[config.mk]
export PLATFORM = sky130hd
export DESIGN_NAME = io_expansion_config_regs
export DESIGN_NICKNAME = d
export VERILOG_FILES = /design/src/inc/io_expansion_config_pkg.sv /design/src/design/io_expansion_config_regs.sv
export VERILOG_INCLUDE_DIRS = /design/src /design/src/inc
export SDC_FILE = /design/constraint.sdc
export NUM_CORES = 1
export LEC_CHECK = 0
export BUFFER_PORTS_ARGS = -buffer_cell sky130_fd_sc_hd__buf_4
export CAP_MARGIN = 30
export CELL_PAD_IN_SITES_DETAIL_PLACEMENT = 0
export CELL_PAD_IN_SITES_GLOBAL_PLACEMENT = 1
export CORE_UTILIZATION = 48
export CTS_CLUSTER_DIAMETER = 40
export DETAILED_ROUTE_END_ITERATION = 12
export GPL_ROUTABILITY_DRIVEN = 0
export PLACE_DENSITY_LB_ADDON = 0.1
export SYNTH_ARGS = -nofsm -noshare
export SYNTH_HDL_FRONTEND = slang
export SYNTH_SLANG_ARGS = --single-unit
[constraint.sdc]
create_clock -name clock -period 2.3 [get_ports clock]
set_input_delay 0.345 -clock clock [delete_from_list [all_inputs] [get_ports clock]]
set_output_delay 0.345 -clock clock [all_outputs]
set_load 0.02 [all_outputs]
[src/inc/io_expansion_config_defines.svh]
// How it works
// - Input-type bit per channel, 1 means counter
// - Six-input word bits 0-5, others 0-3
// - Pulse constant 1 to 65535, resets 0
// - Relay work mode: 0 control, 1 alarm
// - Relay drive mode: 0 latch, 1 pulse
// - Relay pulse width 50-3000 ms, reset 50
// - Output source 0 none, 1-4 energy kinds
// - Loop type 0-3, strap picks reset 1/2
// - Four follow selectors, each resetting to 0
// - Follow selector codes run 0 to 29
// - Writes apply only to installed modules
`ifndef IO_EXPANSION_CONFIG_DEFINES_SVH
`define IO_EXPANSION_CONFIG_DEFINES_SVH

`define IOCFG_BASE 16'h10A3
`define IOCFG_COUNT 35
`define OFS_SWITCH_IN_TYPE_M21 16'h10A3
`define OFS_PULSE_CONST_M21 16'h10A4
`define OFS_OUT_MODE_M21 16'h10A5
`define OFS_OUT_PULSE_WIDTH_M21 16'h10A6
`define OFS_OUT1_SOURCE 16'h10A7
`define OFS_OUT2_SOURCE 16'h10A8
`define OFS_LOOP_OUT12_TYPE 16'h10A9
`define OFS_SWITCH_IN_TYPE_M31 16'h10AA
`define OFS_PULSE_CONST_M31 16'h10AB
`define OFS_RELAY34_WORK_MODE 16'h10AC
`define OFS_RELAY34_DRIVE_MODE 16'h10AD
`define OFS_RELAY34_PULSE_WIDTH 16'h10AE
`define OFS_LOOP_IN12_TYPE 16'h10AF
`define OFS_SWITCH_IN_TYPE_M12A 16'h10B0
`define OFS_PULSE_CONST_M12A 16'h10B1
`define OFS_RELAY56_WORK_MODE 16'h10B2
`define OFS_RELAY56_DRIVE_MODE 16'h10B3
`define OFS_RELAY56_PULSE_WIDTH 16'h10B4
`define OFS_SWITCH_IN_TYPE_M12B 16'h10B5
`define OFS_PULSE_CONST_M12B 16'h10B6
`define OFS_OUT34_MODE 16'h10B7
`define OFS_OUT34_PULSE_WIDTH 16'h10B8
`define OFS_OUT3_SOURCE 16'h10B9
`define OFS_OUT4_SOURCE 16'h10BA
`define OFS_LOOP_OUT34_TYPE 16'h10BB
`define OFS_SWITCH_IN_TYPE_M32 16'h10BC
`define OFS_PULSE_CONST_M32 16'h10BD
`define OFS_RELAY78_WORK_MODE 16'h10BE
`define OFS_RELAY78_DRIVE_MODE 16'h10BF
`define OFS_RELAY78_PULSE_WIDTH 16'h10C0
`define OFS_LOOP_IN34_TYPE 16'h10C1
`define OFS_LOOP_OUT1_FOLLOW_SEL 16'h10C2
`define OFS_LOOP_OUT2_FOLLOW_SEL 16'h10C3
`define OFS_LOOP_OUT3_FOLLOW_SEL 16'h10C4
`define OFS_LOOP_OUT4_FOLLOW_SEL 16'h10C5

// Reset values
`define RST_ZERO 16'h0000
`define RST_RELAY_WIDTH 16'h0032
`define RST_OUT_WIDTH 16'h0014
`define RST_LOOP_TYPE_CURRENT 16'h0001
`define RST_LOOP_TYPE_VOLTAGE 16'h0002

// Field widths and limits
`define TYPE4_MASK 16'h000F
`define TYPE6_MASK 16'h003F
`define PULSE_CONST_MIN 16'h0001
`define MODE_MAX 16'h0001
`define RELAY_WIDTH_MIN_MS 16'h0032
`define RELAY_WIDTH_MAX_MS 16'h0BB8
`define OUT_WIDTH_MIN_MS 16'h0014
`define OUT_WIDTH_MAX_MS 16'h03E8
`define SOURCE_MAX 16'h0004
`define LOOP_TYPE_MAX 16'h0003
`define FOLLOW_MAX 16'h001D

// Module slots
`define SLOT_M21 2'h0
`define SLOT_M31 2'h1
`define SLOT_M12 2'h2
`define SLOT_M32 2'h3

`endif

[src/inc/io_expansion_config_pkg.sv]
`include "io_expansion_config_defines.svh"

package io_expansion_config_pkg;

    // What a register word holds, which decides its legal range
    typedef enum logic [3:0] {
        KIND_NONE,
        KIND_TYPE4,
        KIND_TYPE6,
        KIND_PULSE_CONST,
        KIND_MODE,
        KIND_RELAY_WIDTH,
        KIND_OUT_WIDTH,
        KIND_SOURCE,
        KIND_LOOP_TYPE,
        KIND_FOLLOW
    } word_kind_t;

    typedef struct packed {
        logic hit;
        word_kind_t kind;
        logic [1:0] slot;
        logic [5:0] index;
    } decode_t;

    // Start-up sequence while straps settle through the synchroniser
    typedef enum logic [1:0] {
        PH_WAIT1,
        PH_WAIT2,
        PH_LOAD,
        PH_RUN
    } phase_t;

    typedef struct packed {
        phase_t phase;
        logic [`IOCFG_COUNT-1:0][15:0] words;
        logic [3:0] strapMeta;
        logic [3:0] strapSync;
        logic [3:0] installMeta;
        logic [3:0] installSync;
        logic [15:0] readData;
        logic readValid;
        logic readError;
        logic writeDone;
        logic writeRejected;
    } cfg_state_t;

endpackage : io_expansion_config_pkg

[src/design/io_expansion_config_regs.sv]
`include "io_expansion_config_defines.svh"

module io_expansion_config_regs (
    input wire logic clock,
    input wire logic rst_n,
    // Word access from the serial-protocol engine
    input wire logic [15:0] regAddr,
    input wire logic regRead,
    input wire logic regWrite,
    input wire logic [15:0] regWriteData,
    output logic [15:0] regReadData,
    output logic regReadValid,
    output logic regReadError,
    output logic regWriteDone,
    output logic regWriteRejected,
    // Pins: module presence and loop variant straps
    input wire logic [3:0] moduleInstalled,
    input wire logic [3:0] loopVoltageStrap,
    // Configuration toward the expansion logic
    output logic [4:0][5:0] switchInputType,
    output logic [4:0][15:0] switchInputPulseConst,
    output logic [2:0] relayWorkMode,
    output logic [2:0] relayDriveMode,
    output logic [2:0][15:0] relayPulseWidth,
    output logic [1:0] switchedOutMode,
    output logic [1:0][15:0] switchedOutPulseWidth,
    output logic [3:0][2:0] switchedOutSource,
    output logic [1:0][1:0] loopOutputType,
    output logic [1:0][1:0] loopSenseInputType,
    output logic [3:0][4:0] loopOutputFollow,
    output logic [3:0] moduleInstalledSync
);
    import io_expansion_config_pkg::*;

    cfg_state_t state_reg;
    cfg_state_t state_next;

    // Word index from a register address
    function automatic logic [5:0] wordIndex(input logic [15:0] addr);
        logic [15:0] diff;
        diff = addr - `IOCFG_BASE;
        return diff[5:0];
    endfunction : wordIndex

    // Address decode: kind of word and the module that owns it
    function automatic decode_t decodeAddr(input logic [15:0] addr);
        decode_t d;
        d.hit = 1'b1;
        d.index = wordIndex(addr);
        d.kind = KIND_NONE;
        d.slot = `SLOT_M21;
        case (addr)
            `OFS_SWITCH_IN_TYPE_M21:
                d.kind = KIND_TYPE4;
            `OFS_PULSE_CONST_M21:
                d.kind = KIND_PULSE_CONST;
            `OFS_OUT_MODE_M21:
                d.kind = KIND_MODE;
            `OFS_OUT_PULSE_WIDTH_M21:
                d.kind = KIND_OUT_WIDTH;
            `OFS_OUT1_SOURCE, `OFS_OUT2_SOURCE:
                d.kind = KIND_SOURCE;
            `OFS_LOOP_OUT12_TYPE:
                d.kind = KIND_LOOP_TYPE;
            `OFS_LOOP_OUT1_FOLLOW_SEL, `OFS_LOOP_OUT2_FOLLOW_SEL:
                d.kind = KIND_FOLLOW;
            `OFS_SWITCH_IN_TYPE_M31:
            begin
                d.kind = KIND_TYPE4;
                d.slot = `SLOT_M31;
            end
            `OFS_PULSE_CONST_M31:
            begin
                d.kind = KIND_PULSE_CONST;
                d.slot = `SLOT_M31;
            end
            `OFS_RELAY34_WORK_MODE, `OFS_RELAY34_DRIVE_MODE:
            begin
                d.kind = KIND_MODE;
                d.slot = `SLOT_M31;
            end
            `OFS_RELAY34_PULSE_WIDTH:
            begin
                d.kind = KIND_RELAY_WIDTH;
                d.slot = `SLOT_M31;
            end
            `OFS_LOOP_IN12_TYPE:
            begin
                d.kind = KIND_LOOP_TYPE;
                d.slot = `SLOT_M31;
            end
            `OFS_SWITCH_IN_TYPE_M12A:
            begin
                d.kind = KIND_TYPE6;
                d.slot = `SLOT_M12;
            end
            `OFS_PULSE_CONST_M12A, `OFS_PULSE_CONST_M12B:
            begin
                d.kind = KIND_PULSE_CONST;
                d.slot = `SLOT_M12;
            end
            `OFS_RELAY56_WORK_MODE, `OFS_RELAY56_DRIVE_MODE, `OFS_OUT34_MODE:
            begin
                d.kind = KIND_MODE;
                d.slot = `SLOT_M12;
            end
            `OFS_RELAY56_PULSE_WIDTH:
            begin
                d.kind = KIND_RELAY_WIDTH;
                d.slot = `SLOT_M12;
            end
            `OFS_SWITCH_IN_TYPE_M12B:
            begin
                d.kind = KIND_TYPE4;
                d.slot = `SLOT_M12;
            end
            `OFS_OUT34_PULSE_WIDTH:
            begin
                d.kind = KIND_OUT_WIDTH;
                d.slot = `SLOT_M12;
            end
            `OFS_OUT3_SOURCE, `OFS_OUT4_SOURCE:
            begin
                d.kind = KIND_SOURCE;
                d.slot = `SLOT_M12;
            end
            `OFS_LOOP_OUT34_TYPE:
            begin
                d.kind = KIND_LOOP_TYPE;
                d.slot = `SLOT_M12;
            end
            `OFS_LOOP_OUT3_FOLLOW_SEL, `OFS_LOOP_OUT4_FOLLOW_SEL:
            begin
                d.kind = KIND_FOLLOW;
                d.slot = `SLOT_M12;
            end
            `OFS_SWITCH_IN_TYPE_M32:
            begin
                d.kind = KIND_TYPE4;
                d.slot = `SLOT_M32;
            end
            `OFS_PULSE_CONST_M32:
            begin
                d.kind = KIND_PULSE_CONST;
                d.slot = `SLOT_M32;
            end
            `OFS_RELAY78_WORK_MODE, `OFS_RELAY78_DRIVE_MODE:
            begin
                d.kind = KIND_MODE;
                d.slot = `SLOT_M32;
            end
            `OFS_RELAY78_PULSE_WIDTH:
            begin
                d.kind = KIND_RELAY_WIDTH;
                d.slot = `SLOT_M32;
            end
            `OFS_LOOP_IN34_TYPE:
            begin
                d.kind = KIND_LOOP_TYPE;
                d.slot = `SLOT_M32;
            end
            default:
                d.hit = 1'b0;
        endcase
        return d;
    endfunction : decodeAddr

    // Range check of a written value per word kind
    function automatic logic inRange(input word_kind_t kind, input logic [15:0] v);
        logic ok;
        ok = 1'b0;
        unique case (kind)
            KIND_TYPE4:
                ok = ((v & ~`TYPE4_MASK) == `RST_ZERO);
            KIND_TYPE6:
                ok = ((v & ~`TYPE6_MASK) == `RST_ZERO);
            KIND_PULSE_CONST:
                ok = (v >= `PULSE_CONST_MIN);
            KIND_MODE:
                ok = (v <= `MODE_MAX);
            KIND_RELAY_WIDTH:
                ok = (v >= `RELAY_WIDTH_MIN_MS) && (v <= `RELAY_WIDTH_MAX_MS);
            KIND_OUT_WIDTH:
                ok = (v >= `OUT_WIDTH_MIN_MS) && (v <= `OUT_WIDTH_MAX_MS);
            KIND_SOURCE:
                ok = (v <= `SOURCE_MAX);
            KIND_LOOP_TYPE:
                ok = (v <= `LOOP_TYPE_MAX);
            KIND_FOLLOW:
                ok = (v <= `FOLLOW_MAX);
            KIND_NONE:
                ok = 1'b0;
        endcase
        return ok;
    endfunction : inRange

    // Loop type reset value from a synchronised strap
    function automatic logic [15:0] loopReset(input logic strap);
        return strap ? `RST_LOOP_TYPE_VOLTAGE : `RST_LOOP_TYPE_CURRENT;
    endfunction : loopReset

    // Reset image of the whole bank
    function automatic logic [`IOCFG_COUNT-1:0][15:0] resetWords();
        logic [`IOCFG_COUNT-1:0][15:0] w;
        for (int i = 0; i < `IOCFG_COUNT; i++)
        begin
            w[i] = `RST_ZERO;
        end
        w[wordIndex(`OFS_OUT_PULSE_WIDTH_M21)] = `RST_OUT_WIDTH;
        w[wordIndex(`OFS_OUT34_PULSE_WIDTH)] = `RST_OUT_WIDTH;
        w[wordIndex(`OFS_RELAY34_PULSE_WIDTH)] = `RST_RELAY_WIDTH;
        w[wordIndex(`OFS_RELAY56_PULSE_WIDTH)] = `RST_RELAY_WIDTH;
        w[wordIndex(`OFS_RELAY78_PULSE_WIDTH)] = `RST_RELAY_WIDTH;
        w[wordIndex(`OFS_LOOP_OUT12_TYPE)] = `RST_LOOP_TYPE_CURRENT;
        w[wordIndex(`OFS_LOOP_IN12_TYPE)] = `RST_LOOP_TYPE_CURRENT;
        w[wordIndex(`OFS_LOOP_OUT34_TYPE)] = `RST_LOOP_TYPE_CURRENT;
        w[wordIndex(`OFS_LOOP_IN34_TYPE)] = `RST_LOOP_TYPE_CURRENT;
        return w;
    endfunction : resetWords

    // Next-state logic: synchronisers, start-up, read and write
    always_comb
    begin
        decode_t dec;
        dec = decodeAddr(regAddr);
        state_next = state_reg;
        state_next.strapMeta = loopVoltageStrap;
        state_next.strapSync = state_reg.strapMeta;
        state_next.installMeta = moduleInstalled;
        state_next.installSync = state_reg.installMeta;
        state_next.readValid = 1'b0;
        state_next.readError = 1'b0;
        state_next.writeDone = 1'b0;
        state_next.writeRejected = 1'b0;
        unique case (state_reg.phase)
            PH_WAIT1:
                state_next.phase = PH_WAIT2;
            PH_WAIT2:
                state_next.phase = PH_LOAD;
            PH_LOAD:
            begin
                // Loop type words take their variant from the straps
                state_next.words[wordIndex(`OFS_LOOP_OUT12_TYPE)] =
                    loopReset(state_reg.strapSync[0]);
                state_next.words[wordIndex(`OFS_LOOP_IN12_TYPE)] =
                    loopReset(state_reg.strapSync[1]);
                state_next.words[wordIndex(`OFS_LOOP_OUT34_TYPE)] =
                    loopReset(state_reg.strapSync[2]);
                state_next.words[wordIndex(`OFS_LOOP_IN34_TYPE)] =
                    loopReset(state_reg.strapSync[3]);
                state_next.phase = PH_RUN;
            end
            PH_RUN:
                state_next.phase = PH_RUN;
        endcase
        // Holding-register read; unmapped addresses report an error
        if (regRead)
        begin
            state_next.readValid = dec.hit;
            state_next.readError = !dec.hit;
            state_next.readData = dec.hit ? state_reg.words[dec.index] : `RST_ZERO;
        end
        // Write lands only when installed, mapped, in range and running
        if (regWrite && !regRead)
        begin
            if (dec.hit && state_reg.phase == PH_RUN
                && state_reg.installSync[dec.slot]
                && inRange(dec.kind, regWriteData))
            begin
                state_next.words[dec.index] = regWriteData;
                state_next.writeDone = 1'b1;
            end
            else
            begin
                state_next.writeRejected = 1'b1;
            end
        end
    end

    // State register
    always_ff @(posedge clock or negedge rst_n)
    begin
        if (!rst_n)
        begin
            state_reg <= '{
                phase: PH_WAIT1,
                words: resetWords(),
                strapMeta: 4'h0,
                strapSync: 4'h0,
                installMeta: 4'h0,
                installSync: 4'h0,
                readData: `RST_ZERO,
                readValid: 1'b0,
                readError: 1'b0,
                writeDone: 1'b0,
                writeRejected: 1'b0
            };
        end
        else
        begin
            state_reg <= state_next;
        end
    end

    // Host-side answers
    assign regReadData = state_reg.readData;
    assign regReadValid = state_reg.readValid;
    assign regReadError = state_reg.readError;
    assign regWriteDone = state_reg.writeDone;
    assign regWriteRejected = state_reg.writeRejected;
    assign moduleInstalledSync = state_reg.installSync;

    // Switch-input type bits, one per channel from bit 0
    assign switchInputType[0] = {2'h0, state_reg.words[wordIndex(`OFS_SWITCH_IN_TYPE_M21)][3:0]};
    assign switchInputType[1] = {2'h0, state_reg.words[wordIndex(`OFS_SWITCH_IN_TYPE_M31)][3:0]};
    assign switchInputType[2] = state_reg.words[wordIndex(`OFS_SWITCH_IN_TYPE_M12A)][5:0];
    assign switchInputType[3] = {2'h0, state_reg.words[wordIndex(`OFS_SWITCH_IN_TYPE_M12B)][3:0]};
    assign switchInputType[4] = {2'h0, state_reg.words[wordIndex(`OFS_SWITCH_IN_TYPE_M32)][3:0]};

    // Pulse constants scaling the counter inputs
    assign switchInputPulseConst[0] = state_reg.words[wordIndex(`OFS_PULSE_CONST_M21)];
    assign switchInputPulseConst[1] = state_reg.words[wordIndex(`OFS_PULSE_CONST_M31)];
    assign switchInputPulseConst[2] = state_reg.words[wordIndex(`OFS_PULSE_CONST_M12A)];
    assign switchInputPulseConst[3] = state_reg.words[wordIndex(`OFS_PULSE_CONST_M12B)];
    assign switchInputPulseConst[4] = state_reg.words[wordIndex(`OFS_PULSE_CONST_M32)];

    // Relay pairs: work mode, drive mode, pulse width
    assign relayWorkMode[0] = state_reg.words[wordIndex(`OFS_RELAY34_WORK_MODE)][0];
    assign relayWorkMode[1] = state_reg.words[wordIndex(`OFS_RELAY56_WORK_MODE)][0];
    assign relayWorkMode[2] = state_reg.words[wordIndex(`OFS_RELAY78_WORK_MODE)][0];
    assign relayDriveMode[0] = state_reg.words[wordIndex(`OFS_RELAY34_DRIVE_MODE)][0];
    assign relayDriveMode[1] = state_reg.words[wordIndex(`OFS_RELAY56_DRIVE_MODE)][0];
    assign relayDriveMode[2] = state_reg.words[wordIndex(`OFS_RELAY78_DRIVE_MODE)][0];
    assign relayPulseWidth[0] = state_reg.words[wordIndex(`OFS_RELAY34_PULSE_WIDTH)];
    assign relayPulseWidth[1] = state_reg.words[wordIndex(`OFS_RELAY56_PULSE_WIDTH)];
    assign relayPulseWidth[2] = state_reg.words[wordIndex(`OFS_RELAY78_PULSE_WIDTH)];

    // Switched outputs: mode, width, energy source
    assign switchedOutMode[0] = state_reg.words[wordIndex(`OFS_OUT_MODE_M21)][0];
    assign switchedOutMode[1] = state_reg.words[wordIndex(`OFS_OUT34_MODE)][0];
    assign switchedOutPulseWidth[0] = state_reg.words[wordIndex(`OFS_OUT_PULSE_WIDTH_M21)];
    assign switchedOutPulseWidth[1] = state_reg.words[wordIndex(`OFS_OUT34_PULSE_WIDTH)];
    assign switchedOutSource[0] = state_reg.words[wordIndex(`OFS_OUT1_SOURCE)][2:0];
    assign switchedOutSource[1] = state_reg.words[wordIndex(`OFS_OUT2_SOURCE)][2:0];
    assign switchedOutSource[2] = state_reg.words[wordIndex(`OFS_OUT3_SOURCE)][2:0];
    assign switchedOutSource[3] = state_reg.words[wordIndex(`OFS_OUT4_SOURCE)][2:0];

    // Analog loop signal types and follow selectors
    assign loopOutputType[0] = state_reg.words[wordIndex(`OFS_LOOP_OUT12_TYPE)][1:0];
    assign loopOutputType[1] = state_reg.words[wordIndex(`OFS_LOOP_OUT34_TYPE)][1:0];
    assign loopSenseInputType[0] = state_reg.words[wordIndex(`OFS_LOOP_IN12_TYPE)][1:0];
    assign loopSenseInputType[1] = state_reg.words[wordIndex(`OFS_LOOP_IN34_TYPE)][1:0];
    assign loopOutputFollow[0] = state_reg.words[wordIndex(`OFS_LOOP_OUT1_FOLLOW_SEL)][4:0];
    assign loopOutputFollow[1] = state_reg.words[wordIndex(`OFS_LOOP_OUT2_FOLLOW_SEL)][4:0];
    assign loopOutputFollow[2] = state_reg.words[wordIndex(`OFS_LOOP_OUT3_FOLLOW_SEL)][4:0];
    assign loopOutputFollow[3] = state_reg.words[wordIndex(`OFS_LOOP_OUT4_FOLLOW_SEL)][4:0];

endmodule : io_expansion_config_regs

==> impl_metrics.csv, run 1 <==
group,metric,value,unit
run_status,outcome,"finished with violations",
run_status,failed_checks,"negative setup slack",
yosys,ys.flop_type,"dfrtp_1",
timing,rsz0062_at_grt,"true",
global_route,use_met1,44.77,%
yosys,yosysWarnings,0,
yosys,synth_top_area_share,48.70,%
finish,syn2layout_area_growth,31.33,%
place,place_area,34060,sq um
clock_network,cts_tree,"yes",
routing,postRouteAntennaNets,0,
yosys,synth_edf_count,0,
global_route,antenna_found_initial,0,
yosys,synth-seq-cells,598,
yosys,yosysSeqAreaShare,50.20,%
finish,final_cells,3769,
timing,hold_violations,0,
worst_setup_path,reg2regPathDepth,9,
finish,antenna_cells,0,
timing,clock_skew,0.03605,ns
yosys,synth-async-reset-ratio,100.0,%
worst_setup_path,r2r_slack,-0.06,ns
worst_setup_path,arrival,3.61,ns
die,die_height,251.4,um
place,post-dp-hpwl,69.93,mm
min_path,min_path_type,"primary input to register",
yosys,synth_area_per_cell,12.28,sq um
worst_setup_path,criticalPathCategory,"primary input to register",
worst_setup_path,crit_fanout,7,
worst_setup_path,startpoint_type,"primary input",
timing,worst_pin_slew,0.5324,ns
timing,min_period,3.087,ns
global_route,use_met2,51.75,%
clock_network,clock_sink_count,598,
yosys,synth_area,29850,sq um
yosys,netlist_instances,2431,
die,die_w,251.4,um
clock_network,htree_num_levels,3,
worst_setup_path,crit_start,"regAddr[14]",
worst_setup_path,regToRegStartpoint,"moduleInstalledSync[0]$_DFF_PN0_",
timing,fmax,0.3239,GHz
timing,max-slew-margin-rel,64.50,%
global_route,grt.total_usage,32.75,%
timing,fin_ws,-0.7870,ns
place,preCtsSetupSlack,-1.519,ns
routing,vias_per_cell,5.964,
routing,vias,22477,
power_and_ir_drop,vdd_drop_max,500.1,uV
timing,period_share,134.2,%
yosys,netlist_top_cells_area,"dfrtp_1, mux2_2, buf_4",
finish,final_util,63.64,%
power_and_ir_drop,power_density,691.3,nW/um^2
worst_setup_path,worstPathRequired,2.82,ns
global_route,grt_max_degree,81,
global_route,gr-total-overflow,0,
die,rows,91,
die,io_pins,306,
timing,setup_violations,578,
finish,fillCellCount,4719,
finish,final_design_area_no_fill,39200,sq um
die,core,61600,sq um
clock_network,clk_latency,0.64,ns
clock_network,clockRootBuffer,"clkbuf_16",
yosys,ys_types,91,
global_route,grt_pass1_vias,23024,
finish,drive_gt1_share,49.25,%
global_route,grt.met3_usage,5.757,%
worst_setup_path,critical_path.endpoint,"state_reg[338]$_DFFE_PN0P_",
routing,firstDrtPassIters,9,
worst_setup_path,worst_r2r_endpoint,"switchedOutSource[0]$_DFFE_PN0P_",
routing,drc,0,
power_and_ir_drop,p_leak,20.00,nW
timing,slew_viol_final,0,
clock_network,numCtsBuffers,92,
die,initial_core_util,48.46,%
global_route,grt_pass1_wl,153.6,mm
place,dp.cells,3504,
finish,largest_reg_flops,336,
yosys,synth_top_area_cell,"dfrtp_1",
routing,first_iter_violations,1849,
finish,num-nets-final,2904,
global_route,busiest_layer,"met2",
clock_network,clock_path_buffers,3,
worst_setup_path,cp-end-kind,"register",
routing,wl_per_cell,27.85,um
place,port_buffers,297,
run,maxCapViolations,0,
routing,drt-total-wl,105.0,mm
die,die_area,63190,sq um
clock_network,cts.reportedPaths.clkPinSlew,0.06,ns
==> per-stage QoR <==
stage                     TNS [ns]  hold slack, ns  power (mW)
after detailed placement   -778.96          0.3285       13.30
after global routing       -413.72         0.07200       27.81
after floorplan            -591.54         0.04941       11.82
after global placement     -785.02          0.3250       13.28
after CTS                  -328.98         0.02718       27.19
final                      -375.54         0.05823       27.10
==> cell type report <==
cell class	count	area [sq um]	area share, %
clock inverter	55	573.1	1.462
inverter	26	106.4	0.2713
tap	837	1047	2.671
sequential	598	14990	38.22
multi-input combinational	1359	12620	32.19
clock buffer	115	2500	6.377
timing repair buffer	779	7373	18.81
==> worst min-delay path by stage <==
stage            start                                    to  slack, ns  cells after the start
2_1_floorplan    rst_n       loopOutputFollow[0]$_DFFE_PN0P_       0.05                      0
3_3_place_gp     rst_n  switchedOutPulseWidth[0]$_DFFE_PN0P_       0.33                      1
3_5_place_dp     rst_n  switchedOutPulseWidth[0]$_DFFE_PN0P_       0.33                      1
4_1_cts        regRead           regReadData[15]$_DFFE_PN0P_       0.03                      2
5_1_grt        regRead           regReadData[15]$_DFFE_PN0P_       0.07                      2
6_report       regRead           regReadData[15]$_DFFE_PN0P_       0.06                      2
==> synth_stat cells, types with 4 or more instances <==
library cell / instances
a211oi_1: 7
a21oi_1: 16
a221oi_1: 6
a222oi_1: 11
and2_1: 94
and3_1: 5
buf_1: 14
buf_2: 14
buf_4: 272
buf_6: 28
clkbuf_1: 125
dfrtp_1: 581
dfstp_2: 17
ha_1: 4
inv_1: 26
mux2_1: 71
mux2_2: 238
mux2_4: 104
mux2i_1: 72
nand2_1: 131
nand2b_1: 6
nand3_1: 14
nand4_1: 8
nor2_1: 30
nor2b_1: 8
nor3_1: 14
nor3_2: 4
nor4_1: 19
o2111ai_1: 13
o2111ai_2: 5
o2111ai_4: 22
o211ai_1: 4
o211ai_4: 8
o21ai_0: 42
o22ai_1: 257
o41ai_1: 22
or3_1: 6
or3b_1: 4
or4_1: 30
xnor2_1: 6
==> power by group <==
| group | total [mW] | internal [mW] | leakage (nW) | switching, mW |
|---|---|---|---|---|
| clock network | 13.8 | 8.40 | 1.48 | 5.41 |
| registers | 10.6 | 10.6 | 8.24 | 0.0183 |
| logic | 2.71 | 1.05 | 10.3 | 1.66 |
| total | 27.1 | 20.0 | 20.0 | 7.09 |
==> cells in the final DEF (no fill, tap or decap), types with 17 or more instances in the layout <==
master,count
dfstp_2,17
o41ai_1,20
buf_6,51
mux2i_1,72
nor4_1,17
o22ai_1,257
mux2_1,28
dfrtp_1,581
or4_1,30
o21ai_0,37
clkbuf_16,100
mux2_4,205
buf_4,613
nor2_1,27
buf_12,84
mux2_2,180
inv_1,23
o2111ai_4,24
nand2_1,123
and2_1,88
==> worst max-delay path: stages <==
cell and delay, ns:
buf_6 0.09, or4b_4 0.58, buf_6 0.15, nor3_4 0.22, buf_6 0.14, o2bb2ai_4 0.12
nor2_2 0.06, o211a_2 0.14, a311o_2 0.40, buf_12 0.16, buf_12 0.13, buf_12 0.13
buf_12 0.13, o211ai_4 0.17, buf_12 0.14, clkbuf_16 0.15, mux2_1 0.32
==> repair_timing <==
action	CTS	global route
gates cloned	7	4
gates resized for setup	116	128
buffers inserted	56	23
pin swaps	30	17
endpoints found under the hold margin	42	0
hold buffers	10	0
setup endpoints to repair	578	578
==> layer usage <==
| layer | wire [um] | part of all wire (%) |
|---|---|---|
| met1 | 44130 | 42 |
| met2 | 49400 | 47 |
| met3 | 7310 | 7.0 |
| met4 | 4141 | 3.9 |
| met5 | 0 | 0 |
==> cell families (layout without fill, tap and decap cells) <==
family,after synthesis,count (layout),share of synthesized area [%]
other cells,1,8,0.01256
mux,485,485,19.30
compound gates,459,459,12.41
flops,598,598,50.20
buf+inv,481,975,10.32
xor+xnor,8,8,0.2347
fa+ha+maj,4,4,0.1677
simple gates,395,395,7.348
Note: power is estimated with default switching activity, not from simulation.
==> inputs of run 2 (changes only) <==
--- a/config.mk
+++ b/config.mk
@@ -8,2 +8,3 @@
 export LEC_CHECK = 0
+export ABC_CLOCK_PERIOD_IN_PS = 2300
 export BUFFER_PORTS_ARGS = -buffer_cell sky130_fd_sc_hd__buf_4
==> constraint.sdc (replaced) <==
create_clock -name clock -period 2.3 [get_ports clock]
set_input_delay 0.115 -clock clock [delete_from_list [all_inputs] [get_ports clock]]
set_output_delay 0.115 -clock clock [all_outputs]
set_load 0.02 [all_outputs]
==> run 2 against run 1 <==
  * The run still ends with negative setup slack left
  * First-iteration DRC count about the same
  * Via count increased by 0.86%
  * Fmax rose by 12%
  * Power rose by 2.8%
  * Sequential share of layout area fell by 1.6 points
  * Clock-buffer cell count decreased by 6
  * Critical path depth decreased by 2
  * Critical endpoint is now relayPulseWidth[19]$_DFFE_PN0P_
  * Largest cell class unchanged
  * Highest routed layer is now met5
==> impl_metrics.csv, run 2 (synthesized netlist as in run 1, its figures left out) <==
group,metric,value,unit
timing,fmax,0.3624,GHz
run_status,failed_checks,"negative setup slack",
finish,drive_gt1_share,53.72,%
timing,period_share,120.0,%
die,initial_core_util,48.46,%
routing,firstDrtPassIters,8,
global_route,grt_max_degree,98,
worst_setup_path,crit_start,"regAddr[1]",
global_route,grt_pass1_vias,23465,
routing,drc,0,
finish,syn2layout_area_growth,37.09,%
power_and_ir_drop,fin_total_pwr,27.87,mW
finish,layout_common_cells,"dfrtp_1, buf_4, mux2_4, o22ai_1, nand2_1",
die,rows,91,
worst_setup_path,criticalPathCategory,"primary input to register",
power_and_ir_drop,vdd_drop_max,534.7,uV
routing,vias,22670,
timing,max-slew-margin-rel,49.67,%
timing,worst_pin_slew,0.7534,ns
worst_setup_path,cp-end-kind,"register",
die,io_pins,306,
place,post-dp-hpwl,69.86,mm
routing,vias_per_cell,5.978,
timing,min_period,2.760,ns
global_route,grt.total_usage,33.15,%
run_status,outcome,"finished with violations",
die,die_height,251.4,um
clock_network,cts.reportedPaths.clkPinSlew,0.06,ns
worst_setup_path,arrival,3.29,ns
power_and_ir_drop,power_density,681.0,nW/um^2
global_route,gr-total-overflow,0,
die,die_area,63190,sq um
routing,drt-total-wl,107.9,mm
timing,setup_violations,561,
clock_network,htree_num_levels,3,
timing,fin_ws,-0.4595,ns
worst_setup_path,startpoint_type,"primary input",
global_route,grt_pass1_wl,155.9,mm
timing,fin_tns_setup,-175.90,ns
clock_network,clockRootBuffer,"clkbuf_16",
timing,slew_viol_final,0,
die,core,61600,sq um
timing,rsz0062_at_grt,"true",
worst_setup_path,worstPathRequired,2.83,ns
min_path,min_path_type,"primary input to asynchronous set/reset pin",
place,port_buffers,297,
finish,final_common_cell,"dfrtp_1",
timing,clock_skew,0.05243,ns
clock_network,clock_path_buffers,3,
worst_setup_path,crit_fanout,8,
routing,wl_per_cell,28.46,um
timing,hold_violations,0,
routing,postRouteAntennaNets,0,
worst_setup_path,regToRegStartpoint,"moduleInstalledSync[0]$_DFF_PN0_",
global_route,antenna_found_initial,1,
finish,final_util,66.43,%
place,place_area,34000,sq um
clock_network,clock_sink_count,598,
clock_network,clk_latency,0.67,ns
die,die_w,251.4,um
place,preCtsSetupSlack,-1.345,ns
routing,first_iter_violations,1848,
clock_network,cts_tree,"yes",
run,maxCapViolations,0,
finish,final_design_area_no_fill,40920,sq um
finish,largest_reg_flops,336,
clock_network,numCtsBuffers,92,
power_and_ir_drop,p_leak,20.92,nW
finish,num-nets-final,2924,
## run 2: cell count changes in the layout (fill, tap and decap cells not counted), moves of 27 or more
cell,change
mux2_4,+134
mux2_2,-108
and2_1,-63
and2_4,+62
buf_4,-38
buf_6,+27
## run 2: worst max-delay path, cell delays in order
cell and delay [ns]:
buf_8 0.10, buf_6 0.11, ha_4 0.18, buf_4 0.14, a221oi_4 0.33, or2_1 0.22
o31ai_2 0.10, o211a_2 0.27, a311o_2 0.46, buf_12 0.18, buf_12 0.15, buf_6 0.12
o211ai_4 0.23, clkbuf_16 0.24, mux2_4 0.30
## run 2: timing repair
action / CTS / global route
gates resized for setup: 355 / 225
buffers inserted: 77 / 29
hold buffers: 16 / 0
gates cloned: 15 / 10
endpoints found under the hold margin: 510 / 0
pin swaps: 79 / 75
setup endpoints to repair: 578 / 578
## run 2: final cells by class
class / count / area, sq um
inverter: 26 / 102.6
timing repair buffer: 799 / 7963
clock inverter: 63 / 788.3
antenna: 1 / 2.502
multi-input combinational: 1359 / 13600
clock buffer: 109 / 2437
sequential: 598 / 14990
fill: 4468 / 20680
tap: 837 / 1047
## run 2: path summary, 6_finish.rpt
path	endpoint	slack, ns	cells after the start
min in group clock	switchInputPulseConst[19]$_DFFE_PN0P_	0.06	4
max in group asynchronous	relayPulseWidth[37]$_DFFE_PN1P_	1.34	3
setup reg to reg	switchedOutPulseWidth[3]$_DFFE_PN0P_	-0.06	10
hold reg to reg	moduleInstalledSync[2]$_DFF_PN0_	0.35	0
setup / recovery	relayPulseWidth[19]$_DFFE_PN0P_	-0.46	15
hold / removal	state_reg[123]$_DFFE_PN0P_	0.01	2
## run 2: stage by stage
step | hold WS [ns] | instances
finish | 0.009955 | 3792
global route | 0.02616 | 3791
detailed placement | 0.1069 | 3494
global placement | 0.1045 | 3494
floorplan | -0.1806 | 2438
CTS | 0.003141 | 3772
## run 2: per-layer routing
metal | vias up | wire length [um] | GRT usage [%]
met4 | 2 | 3752 | 11.34
met3 | 208 | 6612 | 6.088
li1 | 9567 | - | -
met2 | 974 | 51190 | 53.09
met1 | 11919 | 46360 | 45.31
met5 | - | 13 | 0
## run 2: report_power, final
part           internal [mW]  total, mW  switching (mW)
sequential              10.6       10.6          0.0179
combinational           1.16       2.89            1.73
clock                   8.80       14.4            5.61
